===== src/inc/qh_pkg.sv =====
// Constants and types shared by the queue-head engine and its buffer walker.
// Assumes a single 100 MHz clock domain; no timing counts are needed.
`default_nettype none
package qh_pkg;
    // Buffer pointer list geometry
    localparam int unsigned NUM_PAGES = 5;
    localparam int unsigned PAGE_W = 20;
    localparam int unsigned OFFS_W = 12;
    localparam int unsigned BYTES_W = 15;
    localparam int unsigned CPAGE_W = 3;
    localparam logic [11:0] OFFS_LAST = 12'hfff;
    // Queue head fields
    localparam int unsigned SMASK_W = 8;
    localparam int unsigned UFRAME_W = 3;
    localparam int unsigned STAT_W = 8;
    // Register map (byte addresses)
    localparam int unsigned ADDR_W = 8;
    localparam logic [7:0] CTRL_OFFS = 8'h00;
    localparam logic [7:0] STATUS_OFFS = 8'h04;
    // Control register fields
    localparam int unsigned CTRL_ASYNC_EN_BIT = 0;
    localparam int unsigned CTRL_RESTART_BIT = 1;
    // Status register fields
    localparam int unsigned STS_RECL_BIT = 0;
    localparam int unsigned STS_ACTIVE_BIT = 1;
    localparam int unsigned STS_HALT_BIT = 2;
    // Reset values
    localparam logic ASYNC_EN_RST = 1'b0;
    localparam logic RECL_RST = 1'b0;
    localparam logic [31:0] PRDATA_RST = 32'h0000_0000;
    // Engine sequencing
    typedef enum logic [2:0] {
        ST_IDLE,
        ST_FETCH,
        ST_CHECK,
        ST_EXEC,
        ST_WB
    } eng_state_t;
endpackage
`default_nettype wire


===== src/logic/qh_engine.sv =====
// Queue-head engine of a USB 2.0 host controller: empty-schedule detection,
// queue head read/execute/write-back sequencing, error accumulation, halt
// and auto-advance, and micro-frame eligibility of periodic queue heads.
// Assumes fetch, transaction and write-back agents on pclk, and APB access.
// How it works
// Empty check right after each queue head fetch
// Start event sets the reclamation flag
// Async transaction sets the reclamation flag
// Head-of-list queue head clears reclamation flag
// Periodic work may clear reclamation; we don't
// Software sets head flag only on async heads
// Head flag with reclamation clear stops traversal
// Read, execute, write back, then next head
// Error bits accumulate, written back at completion
// Auto-advance to next descriptor at boundaries
// Halted queue: no transactions, no advance
// Software lays buffers out page by page
// Five pointers: 20K max, 16K any alignment
// Page index selects the starting buffer pointer
// Page crossing steps index while streaming
// Software provides enough pointers for byte count
// Address is page pointer joined with offset
// Offset and count adjusted, then written back
// Transaction inside one page keeps the index
// Ending on page end steps index before write-back
// Page index only ever increments by one
// Software gives periodic heads a non-zero mask
// Mask 0x01 selects micro-frame 0, 0x02 frame 1
// Periodic head eligible only in its masked micro-frames
//
// Design decisions made here: the placing of the registers and the APB slave port.
`timescale 1ns/1ps
`default_nettype none
module qh_engine #(
    parameter int unsigned NUM_PAGES = qh_pkg::NUM_PAGES
) (
    // Clock and reset
    input wire logic pclk,
    input wire logic presetn,

    // APB slave
    input wire logic psel,
    input wire logic penable,
    input wire logic pwrite,
    input wire logic [qh_pkg::ADDR_W-1:0] paddr,
    input wire logic [31:0] pwdata,
    output logic [31:0] prdata,
    output logic pready,
    output logic pslverr,

    // Schedule timing
    input wire logic periodic_done,
    input wire logic [qh_pkg::UFRAME_W-1:0] uframe,

    // Queue head fetch
    output logic qh_req,
    input wire logic qh_valid,
    input wire logic qh_hbit,
    input wire logic qh_periodic,
    input wire logic qh_reach,
    input wire logic [qh_pkg::SMASK_W-1:0] qh_smask,
    input wire logic qh_halted,
    input wire logic [qh_pkg::STAT_W-1:0] qh_status,
    input wire logic [NUM_PAGES*qh_pkg::PAGE_W-1:0] qh_pages,
    input wire logic [qh_pkg::OFFS_W-1:0] qh_offs,
    input wire logic [qh_pkg::CPAGE_W-1:0] qh_cpage,
    input wire logic [qh_pkg::BYTES_W-1:0] qh_bytes,

    // Bus transaction
    output logic xact_req,
    input wire logic byte_valid,
    input wire logic xact_done,
    input wire logic [qh_pkg::STAT_W-1:0] xact_err,
    input wire logic xact_halt,
    output logic [31:0] buf_addr,

    // Overlay write-back
    output logic wb_req,
    input wire logic wb_ack,
    output logic [qh_pkg::STAT_W-1:0] wb_status,
    output logic [qh_pkg::OFFS_W-1:0] wb_offs,
    output logic [qh_pkg::CPAGE_W-1:0] wb_cpage,
    output logic [qh_pkg::BYTES_W-1:0] wb_bytes,
    output logic wb_td_done,
    output logic wb_advance,
    output logic wb_halt
);
    typedef struct packed {
        qh_pkg::eng_state_t st;
        logic async_en;
        logic recl;
        logic hbit;
        logic periodic;
        logic elig;
        logic halted;
        logic [qh_pkg::STAT_W-1:0] status;
        logic td_done;
        logic advance;
        logic halt_hit;
        logic [31:0] prdata;
    } eng_t;

    eng_t eng_reg;
    eng_t eng_next;

    logic [31:0] rd_word;
    logic mapped;
    logic load;
    logic [qh_pkg::BYTES_W-1:0] walk_bytes;

    ////////////////////////////////////////////////////////////////////////
    // Register access: read data is captured in the setup cycle, so every
    // access takes exactly one access cycle
    assign mapped = (paddr == qh_pkg::CTRL_OFFS) || (paddr == qh_pkg::STATUS_OFFS);
    assign pready = psel && penable;
    assign pslverr = psel && penable && !mapped;

    assign prdata = eng_reg.prdata;

    always_comb
    begin
        rd_word = '0;
        if (paddr == qh_pkg::CTRL_OFFS)
            rd_word[qh_pkg::CTRL_ASYNC_EN_BIT] = eng_reg.async_en;
        else if (paddr == qh_pkg::STATUS_OFFS)
        begin
            rd_word[qh_pkg::STS_RECL_BIT] = eng_reg.recl;
            rd_word[qh_pkg::STS_ACTIVE_BIT] = (eng_reg.st != qh_pkg::ST_IDLE);
            rd_word[qh_pkg::STS_HALT_BIT] = eng_reg.halt_hit;
        end
    end

    ////////////////////////////////////////////////////////////////////////
    assign load = (eng_reg.st == qh_pkg::ST_FETCH) && qh_valid;

    qh_buf_walk #(
        .NUM_PAGES(NUM_PAGES)
    ) u_walk (
        .pclk(pclk),
        .presetn(presetn),
        .load(load),
        .pages(qh_pages),
        .offs_in(qh_offs),
        .cpage_in(qh_cpage),
        .bytes_in(qh_bytes),
        .byte_valid(byte_valid && (eng_reg.st == qh_pkg::ST_EXEC)),
        .addr(buf_addr),
        .offs(wb_offs),
        .cpage(wb_cpage),
        .bytes(walk_bytes)
    );

    assign wb_bytes = walk_bytes;

    ////////////////////////////////////////////////////////////////////////
    always_comb
    begin
        logic restart;
        logic wr_en;

        restart = 1'b0;
        wr_en = psel && penable && pwrite;
        eng_next = eng_reg;

        if (psel && !penable)
            eng_next.prdata = rd_word;
        if (wr_en && paddr == qh_pkg::CTRL_OFFS)
        begin
            eng_next.async_en = pwdata[qh_pkg::CTRL_ASYNC_EN_BIT];
            restart = pwdata[qh_pkg::CTRL_RESTART_BIT];
        end

        case (eng_reg.st)
            qh_pkg::ST_IDLE:
            begin
                // Leaving the periodic schedule or waking from sleep
                if (eng_next.async_en && (restart || periodic_done))
                begin
                    eng_next.recl = 1'b1;
                    eng_next.st = qh_pkg::ST_FETCH;
                end
            end

            qh_pkg::ST_FETCH:
            begin
                if (qh_valid)
                begin
                    eng_next.hbit = qh_hbit;
                    eng_next.periodic = qh_periodic;
                    // A zero mask never matches, so a mis-built head is skipped and the next head fetched
                    eng_next.elig = qh_reach && qh_smask[uframe];
                    eng_next.halted = qh_halted;
                    eng_next.status = qh_status;
                    eng_next.st = qh_pkg::ST_CHECK;
                end
            end

            qh_pkg::ST_CHECK:
            begin
                // Head flag is ignored on periodic heads, where it is undefined
                if (!eng_reg.async_en && !eng_reg.periodic)
                    eng_next.st = qh_pkg::ST_IDLE;
                else if (!eng_reg.periodic && eng_reg.hbit && !eng_reg.recl)
                    eng_next.st = qh_pkg::ST_IDLE;
                else
                begin
                    if (!eng_reg.periodic && eng_reg.hbit)
                        eng_next.recl = 1'b0;
                    if (eng_reg.halted)
                        eng_next.st = qh_pkg::ST_FETCH;
                    else if (eng_reg.periodic && !eng_reg.elig)
                        eng_next.st = qh_pkg::ST_FETCH;
                    else
                        eng_next.st = qh_pkg::ST_EXEC;
                end
            end

            qh_pkg::ST_EXEC:
            begin
                if (xact_done)
                begin
                    eng_next.status = eng_reg.status | xact_err;
                    // Periodic work leaves the flag alone; clearing is optional
                    if (!eng_reg.periodic)
                        eng_next.recl = 1'b1;
                    eng_next.halt_hit = xact_halt;
                    eng_next.td_done = (walk_bytes == '0) || xact_halt;
                    eng_next.advance = (walk_bytes == '0) && !xact_halt;
                    eng_next.st = qh_pkg::ST_WB;
                end
            end

            qh_pkg::ST_WB:
            begin
                if (wb_ack)
                begin
                    eng_next.td_done = 1'b0;
                    eng_next.advance = 1'b0;
                    eng_next.st = qh_pkg::ST_FETCH;
                end
            end

            default:
            begin
                eng_next.st = qh_pkg::ST_IDLE;
            end
        endcase
    end

    always_ff @(posedge pclk or negedge presetn)
    begin
        if (!presetn)
        begin
            eng_reg <= '0;
            eng_reg.st <= qh_pkg::ST_IDLE;
            eng_reg.async_en <= qh_pkg::ASYNC_EN_RST;
            eng_reg.recl <= qh_pkg::RECL_RST;
            eng_reg.prdata <= qh_pkg::PRDATA_RST;
        end
        else
            eng_reg <= eng_next;
    end

    ////////////////////////////////////////////////////////////////////////
    assign qh_req = (eng_reg.st == qh_pkg::ST_FETCH);
    assign xact_req = (eng_reg.st == qh_pkg::ST_EXEC);
    assign wb_req = (eng_reg.st == qh_pkg::ST_WB);

    assign wb_status = eng_reg.status;
    assign wb_td_done = eng_reg.td_done;
    assign wb_advance = eng_reg.advance;
    assign wb_halt = eng_reg.halt_hit;
endmodule
`default_nettype wire


===== src/logic/qh_buf_walk.sv =====
// Buffer walker: tracks current page index, offset and remaining bytes
// of the active transfer descriptor. Assumes load and byte strobes come
// from logic on pclk; one byte moves per byte_valid.
`timescale 1ns/1ps
`default_nettype none
module qh_buf_walk #(
    parameter int unsigned NUM_PAGES = qh_pkg::NUM_PAGES
) (
    // Clock and reset
    input wire logic pclk,
    input wire logic presetn,
    // Overlay load
    input wire logic load,
    input wire logic [NUM_PAGES*qh_pkg::PAGE_W-1:0] pages,
    input wire logic [qh_pkg::OFFS_W-1:0] offs_in,
    input wire logic [qh_pkg::CPAGE_W-1:0] cpage_in,
    input wire logic [qh_pkg::BYTES_W-1:0] bytes_in,
    // Data stream
    input wire logic byte_valid,
    // Working values
    output logic [31:0] addr,
    output logic [qh_pkg::OFFS_W-1:0] offs,
    output logic [qh_pkg::CPAGE_W-1:0] cpage,
    output logic [qh_pkg::BYTES_W-1:0] bytes
);
    typedef struct packed {
        logic [qh_pkg::CPAGE_W-1:0] cpage;
        logic [qh_pkg::OFFS_W-1:0] offs;
        logic [qh_pkg::BYTES_W-1:0] bytes;
        logic [31:0] addr;
        logic [NUM_PAGES*qh_pkg::PAGE_W-1:0] pages;
    } walk_t;

    walk_t walk_reg;
    walk_t walk_next;
    logic [qh_pkg::PAGE_W-1:0] page_arr [NUM_PAGES];

    ////////////////////////////////////////////////////////////////////////
    genvar g;
    generate
        for (g = 0; g < NUM_PAGES; g++)
        begin : g_page
            assign page_arr[g] = load ? pages[g*qh_pkg::PAGE_W +: qh_pkg::PAGE_W]
                : walk_reg.pages[g*qh_pkg::PAGE_W +: qh_pkg::PAGE_W];
        end
    endgenerate

    ////////////////////////////////////////////////////////////////////////
    always_comb
    begin
        walk_next = walk_reg;
        if (load)
        begin
            walk_next.cpage = cpage_in;
            walk_next.offs = offs_in;
            walk_next.bytes = bytes_in;
            walk_next.pages = pages;
        end
        else if (byte_valid)
        begin
            walk_next.offs = qh_pkg::OFFS_W'(walk_reg.offs + 1'b1);
            // Crossing is caught on the byte that ends a page, so an exact fit
            // also steps the index before the status write-back
            if (walk_reg.offs == qh_pkg::OFFS_LAST)
                walk_next.cpage = qh_pkg::CPAGE_W'(walk_reg.cpage + 1'b1);
            if (walk_reg.bytes != '0)
                walk_next.bytes = qh_pkg::BYTES_W'(walk_reg.bytes - 1'b1);
        end
        // Each page has its own pointer, even for adjacent pages
        if (walk_next.cpage < qh_pkg::CPAGE_W'(NUM_PAGES))
            walk_next.addr = {page_arr[walk_next.cpage], walk_next.offs};
        else
            walk_next.addr = {{qh_pkg::PAGE_W{1'b0}}, walk_next.offs};
    end

    always_ff @(posedge pclk or negedge presetn)
    begin
        if (!presetn)
            walk_reg <= '0;
        else
            walk_reg <= walk_next;
    end

    assign addr = walk_reg.addr;
    assign offs = walk_reg.offs;
    assign cpage = walk_reg.cpage;
    assign bytes = walk_reg.bytes;
endmodule
`default_nettype wire


===== config.mk =====
export PLATFORM = sky130hd
export DESIGN_NAME = qh_engine
export DESIGN_NICKNAME = d
export VERILOG_FILES = /design/src/inc/qh_pkg.sv /design/src/logic/qh_engine.sv /design/src/logic/qh_buf_walk.sv
export SDC_FILE = /design/constraint.sdc
export NUM_CORES = 1
export LEC_CHECK = 0
export BUFFER_PORTS_ARGS = -buffer_cell sky130_fd_sc_hd__buf_2
export CAP_MARGIN = 25
export CELL_PAD_IN_SITES_DETAIL_PLACEMENT = 1
export CELL_PAD_IN_SITES_GLOBAL_PLACEMENT = 2
export CORE_MARGIN = 3
export CORE_UTILIZATION = 31
export DETAILED_ROUTE_END_ITERATION = 12
export PLACE_DENSITY_LB_ADDON = 0.12
export SLEW_MARGIN = 30
export SYNTH_ARGS = -nofsm -noshare
export SYNTH_HDL_FRONTEND = slang
export SYNTH_HIERARCHICAL = 1
export SYNTH_SLANG_ARGS = --single-unit
export TNS_END_PERCENT = 5

===== constraint.sdc =====
create_clock -name pclk -period 3.6 [get_ports pclk]
set_input_delay 0.36 -clock pclk [delete_from_list [all_inputs] [get_ports pclk]]
set_output_delay 0.36 -clock pclk [all_outputs]
set_load 0.01 [all_outputs]

* Word-level counts from Yosys, hierarchy flattened
Index checks and enable logic that the tools add are counted.
** Cells by class
- Add/sub/neg operators :: 3
- Order comparisons :: 3
- Equal/unequal tests :: 14
- Muxes and demuxes :: 41
- Bitwise gates (word level) :: 2
- Reductions and logical operators :: 41
** Operators with widths (count)
- $mux 20 :: 7
- $bmux 20 s3 :: 1
- $mux 30 :: 2
- $mux 32 :: 1
- $mux 3 :: 6
- $pmux 8 s2 :: 1
- $logic_not 15->1 :: 1
- $mux 15 :: 1
- $pmux 3 s5 :: 1
- $reduce_bool 15->1 :: 1
- $sub 15x1->15 const B :: 1
- $logic_and 1x1->1 :: 14
- $add 12x1->12 const B :: 1
- $eq 12x12->1 const B :: 1
- $mux 2 :: 6
- $mux 11 :: 1
- $mux 1 :: 10
- $ne 2x2->1 const B :: 5
- $eq 8x3->1 const B :: 1
- $logic_not 8->1 :: 1
- $mux 8 :: 1
- $or 8x8->8 :: 1
- $reduce_bool 2->1 :: 4
- $logic_not 1->1 :: 7
- other kinds (19) :: 28
** Storage, ports and cells
- Bits in registers :: 185
- Output and inout port bits :: 110
- Word-level logic and storage cells :: 121

* Depth between registers and ports, before layout
- Depth after elaboration :: 9
- Mapped depth :: 14
- Mapped depth without buffers :: 10

* Modules after synthesis
The synthesis kept the hierarchy.
** By module, submodules not included
- qh_buf_walk :: times used 1, cells an instance 682, area each 7753.7 um^2, seq. area each 3753.6 um^2
- qh_engine :: times used 1, cells an instance 186, area each 1587.8 um^2, seq. area each 575.6 um^2

* Least setup slack after synthesis
Ideal clock, no wire load.
- Kind :: flip-flop to flip-flop
- Start :: register eng_reg[51] in the netlist's numbering
- End :: register u_walk.walk_reg, in the netlist u_walk/addr[14]
- Data arrival time :: 2893 ps
- Data required time :: 3474 ps
- Path slack :: 581 ps
- Stages on the path, launching flop included :: 11
- Path buffers :: 5
- Period minus slack after synthesis :: 3019 ps
- Cell sequence :: dfrtp_1 -> buf_2 -> nor3b_1 -> nand2_1 -> inv_1 -> buf_4 -> buf_2 -> clkbuf_1 -> clkbuf_1 -> mux2_2 -> a221o_1
** RTL lines
- start: declaration :: line qh_engine.sv:103 : eng_t eng_reg;
- start signal: assignment :: line qh_engine.sv:261 : eng_reg <= eng_next;
- end signal: assignment :: line qh_buf_walk.sv:81 : walk_reg <= walk_next;
- end: declaration :: line qh_buf_walk.sv:34 : walk_t walk_reg;

==> results_dict.tcl <==
set metrics [dict create \
    cpMaxStageDelayCell "mux2i_1" \
    numCtsBuffers 17 \
    placed_area_mm2 0.01050 \
    post-route-period-util_pct 81.20 \
    min_path_type "primary input to flop" \
    critPathCaptureType "flop" \
    synth_edf_count 0 \
    stdcell_area_mm2 0.01111 \
    largest_reg_flops 100 \
    synth_area_mm2 0.009341 \
    grt_overflow 0 \
    status "finished, final reports clean" \
    grt_setup_unrepaired "no" \
    gp_congestion 0.7574 \
    ys_warn_count 6 \
    synth_seq_cells 173 \
    cp-start-kind "flop" \
    post_drt_wl_per_cell_um 19.11 \
    cp_slowest_stage_delay_ns 0.62 \
    post-route-min-period_ns 2.923 \
    clock-sinks 173 \
    ir_worst_vdd_uv 291.6 \
    antenna_found_initial 8 \
    post_cts_resize_count 0 \
    synthFlopType "dfrtp_1" \
    leakage_nw 5.147 \
    drv_cap 0 \
    cts_tree "built" \
    routed_wl_um 27830 \
    tns_ns 0 \
    clock_skew_ns 0.01960 \
    layout_common_cells "buf_2 (261), dfrtp_1 (173), mux2_2 (111)" \
    cp.arrival_ns 3.25 \
    grt_usage_pct 17.15 \
    vias 7107 \
    numPortBuffers 262 \
    ys_seq_area_share_pct 46.34 \
    worst-setup-path-type "flop to flop" \
    vias_per_cell 4.881 \
    relSlewSlack_pct 56.69 \
    drt_first_pass_iters 5 \
    finalSetupViolations 0 \
    nFillCells 3286 \
    worstMarginPinSlew_ns 0.6316 \
    grt_start_max_net_pins 97 \
    cts_htree_levels 4 \
    cts_buffer_depth 2 \
    drtIter0Drc 228 \
    start_util_pct 32.03 \
    synth_cell_type_count 62 \
    worstPathRequired_ns 3.92 \
    pin_count 322 \
    core_area_mm2 0.02917 \
    dieWidth_um 179.6 \
    die_height_um 179.6 \
    cts_root_buf "clkbuf_16" \
    drive_above_1_share_pct 43.18 \
    synthCells 868 \
    max_freq_mhz 342.1 \
    postRouteAntennaNets 0 \
    grt_pass1_wl_um 44170 \
    final-max-slew-violation-count 0 \
    post_cts_buffers 0 \
    cp_max_fo 19 \
    num-nets-final 1273 \
    hold_viol_final 0 \
    clk_pin_slew_worst_paths_ns 0.08 \
    synthArstFlopShare_pct 100.0 \
    drcViolationCount 0 \
    die_area_mm2 0.03225 \
    rows 62 \
    syn_area_per_cell_um2 10.76 \
    final_common_cell "buf_2" \
    grt_pass1_vias 7669 \
    worstSkewPairLatency_ns 0.44 \
    post-dp-hpwl_um 20220 \
    area_growth_pct 18.97 \
    worstPathCellList "nor2b_1 > and3_1 > nand4_1 > nor3_1 > mux2i_1 > o22ai_2 > buf_4 > a221o_1" \
    p_per_area_mw_per_mm2 834.4 \
]
## layout make-up
class                      instances  area [um^2]  share of cell area, %
sequential                       173         4329                  38.96
multi-input combinational        569         4114                  37.02
timing repair buffer             287         1543                  13.88
tap                              384        480.5                  4.323
clock buffer                      18        429.2                  3.862
clock inverter                    14        173.9                  1.565
inverter                           9        38.79                 0.3490
antenna                            2        5.005                0.04503
## worst max-delay path, delay by kind of cell, from the launching register on
| family | cells | cell delay, ns |
|---|---|---|
| flops | 1 | 0.38 |
| simple gates | 4 | 1.07 |
| compound gates | 2 | 0.49 |
| mux | 1 | 0.62 |
| buf+inv | 1 | 0.26 |
## logic make-up after synthesis
group / synth area share [%]
compound gates: 11.36
other cells: 0.04014
simple gates: 11.96
xor+xnor: 1.031
buf+inv: 10.74
flops: 46.34
mux: 17.99
fa+ha+maj: 0.5358
## worst paths after layout
check | from | end | slack [ns] | cells past startpoint
max | eng_reg[51] | u_walk/addr[27] | 0.68 | 8
min | qh_periodic | eng_reg[45] | 0.12 | 3
max reg2reg | eng_reg[51] | u_walk/addr[27] | 0.68 | 8
min reg2reg | prdata[2] | prdata[2] | 0.48 | 2
max in group asynchronous | presetn | u_walk/walk_reg[19] | 2.46 | 3
min in group asynchronous | presetn | u_walk/bytes[3] | 0.46 | 2
## synth_stat cells, types with 7 or more instances
| master | number | area share, % |
|---|---|---|
| nor4_1 | 8 | 0.54 |
| o221a_2 | 7 | 0.84 |
| mux2i_1 | 31 | 3.3 |
| o21ai_0 | 40 | 2.1 |
| nor3_1 | 10 | 0.54 |
| o22a_1 | 15 | 1.4 |
| inv_1 | 9 | 0.36 |
| nand2_1 | 94 | 3.8 |
| dfrtp_1 | 173 | 46 |
| buf_4 | 104 | 8.4 |
| o211ai_1 | 22 | 1.8 |
| nand2b_1 | 8 | 0.54 |
| buf_2 | 7 | 0.37 |
| clkbuf_1 | 27 | 1.1 |
| a21oi_1 | 18 | 0.96 |
| xor2_1 | 7 | 0.66 |
| nand3_1 | 31 | 1.7 |
| nand4_1 | 8 | 0.54 |
| nor2_1 | 30 | 1.2 |
| mux2_2 | 111 | 13 |
| a22oi_1 | 9 | 0.72 |
## report_power, final
part | internal, mW | total [mW] | switching [mW]
Clock | 0.941 | 1.88 | 0.934
Combinational | 1.86 | 3.96 | 2.10
Sequential | 2.87 | 3.44 | 0.572
## through the flow
| step | setup WS [ns] | hold slack, ns | utilization, % | instances | power [mW] |
|---|---|---|---|---|---|
| CTS | 0.6447 | 0.09819 | 38.08 | 1454 | 9.459 |
| finish | 0.6769 | 0.1201 | 38.10 | 1456 | 9.273 |
| detailed placement | 0.6560 | 0.3533 | 35.98 | 1421 | 7.511 |
| global placement | 0.6974 | 0.4688 | 35.89 | 1420 | 7.431 |
| floorplan | 0.5809 | 0.06441 | - | 896 | 6.559 |
| global route | 0.4356 | 0.1095 | 38.08 | 1454 | 10.04 |
## metal layers
metal  track usage (%)  vias to the layer above  wire, um
li1                  -                     3361         -
met1             22.75                     3515     12820
met2             28.06                      195     13230
met3             5.214                       24      1491
met4             3.187                       12       199
met5                 0                        -        82
## what timing repair did
item / in CTS / in global routing
endpoints found under the hold margin: 44 / 0
setup endpoints to repair: 0 / 0
hold buffers: 1 / 0
Power figures use the tool's default switching activity.
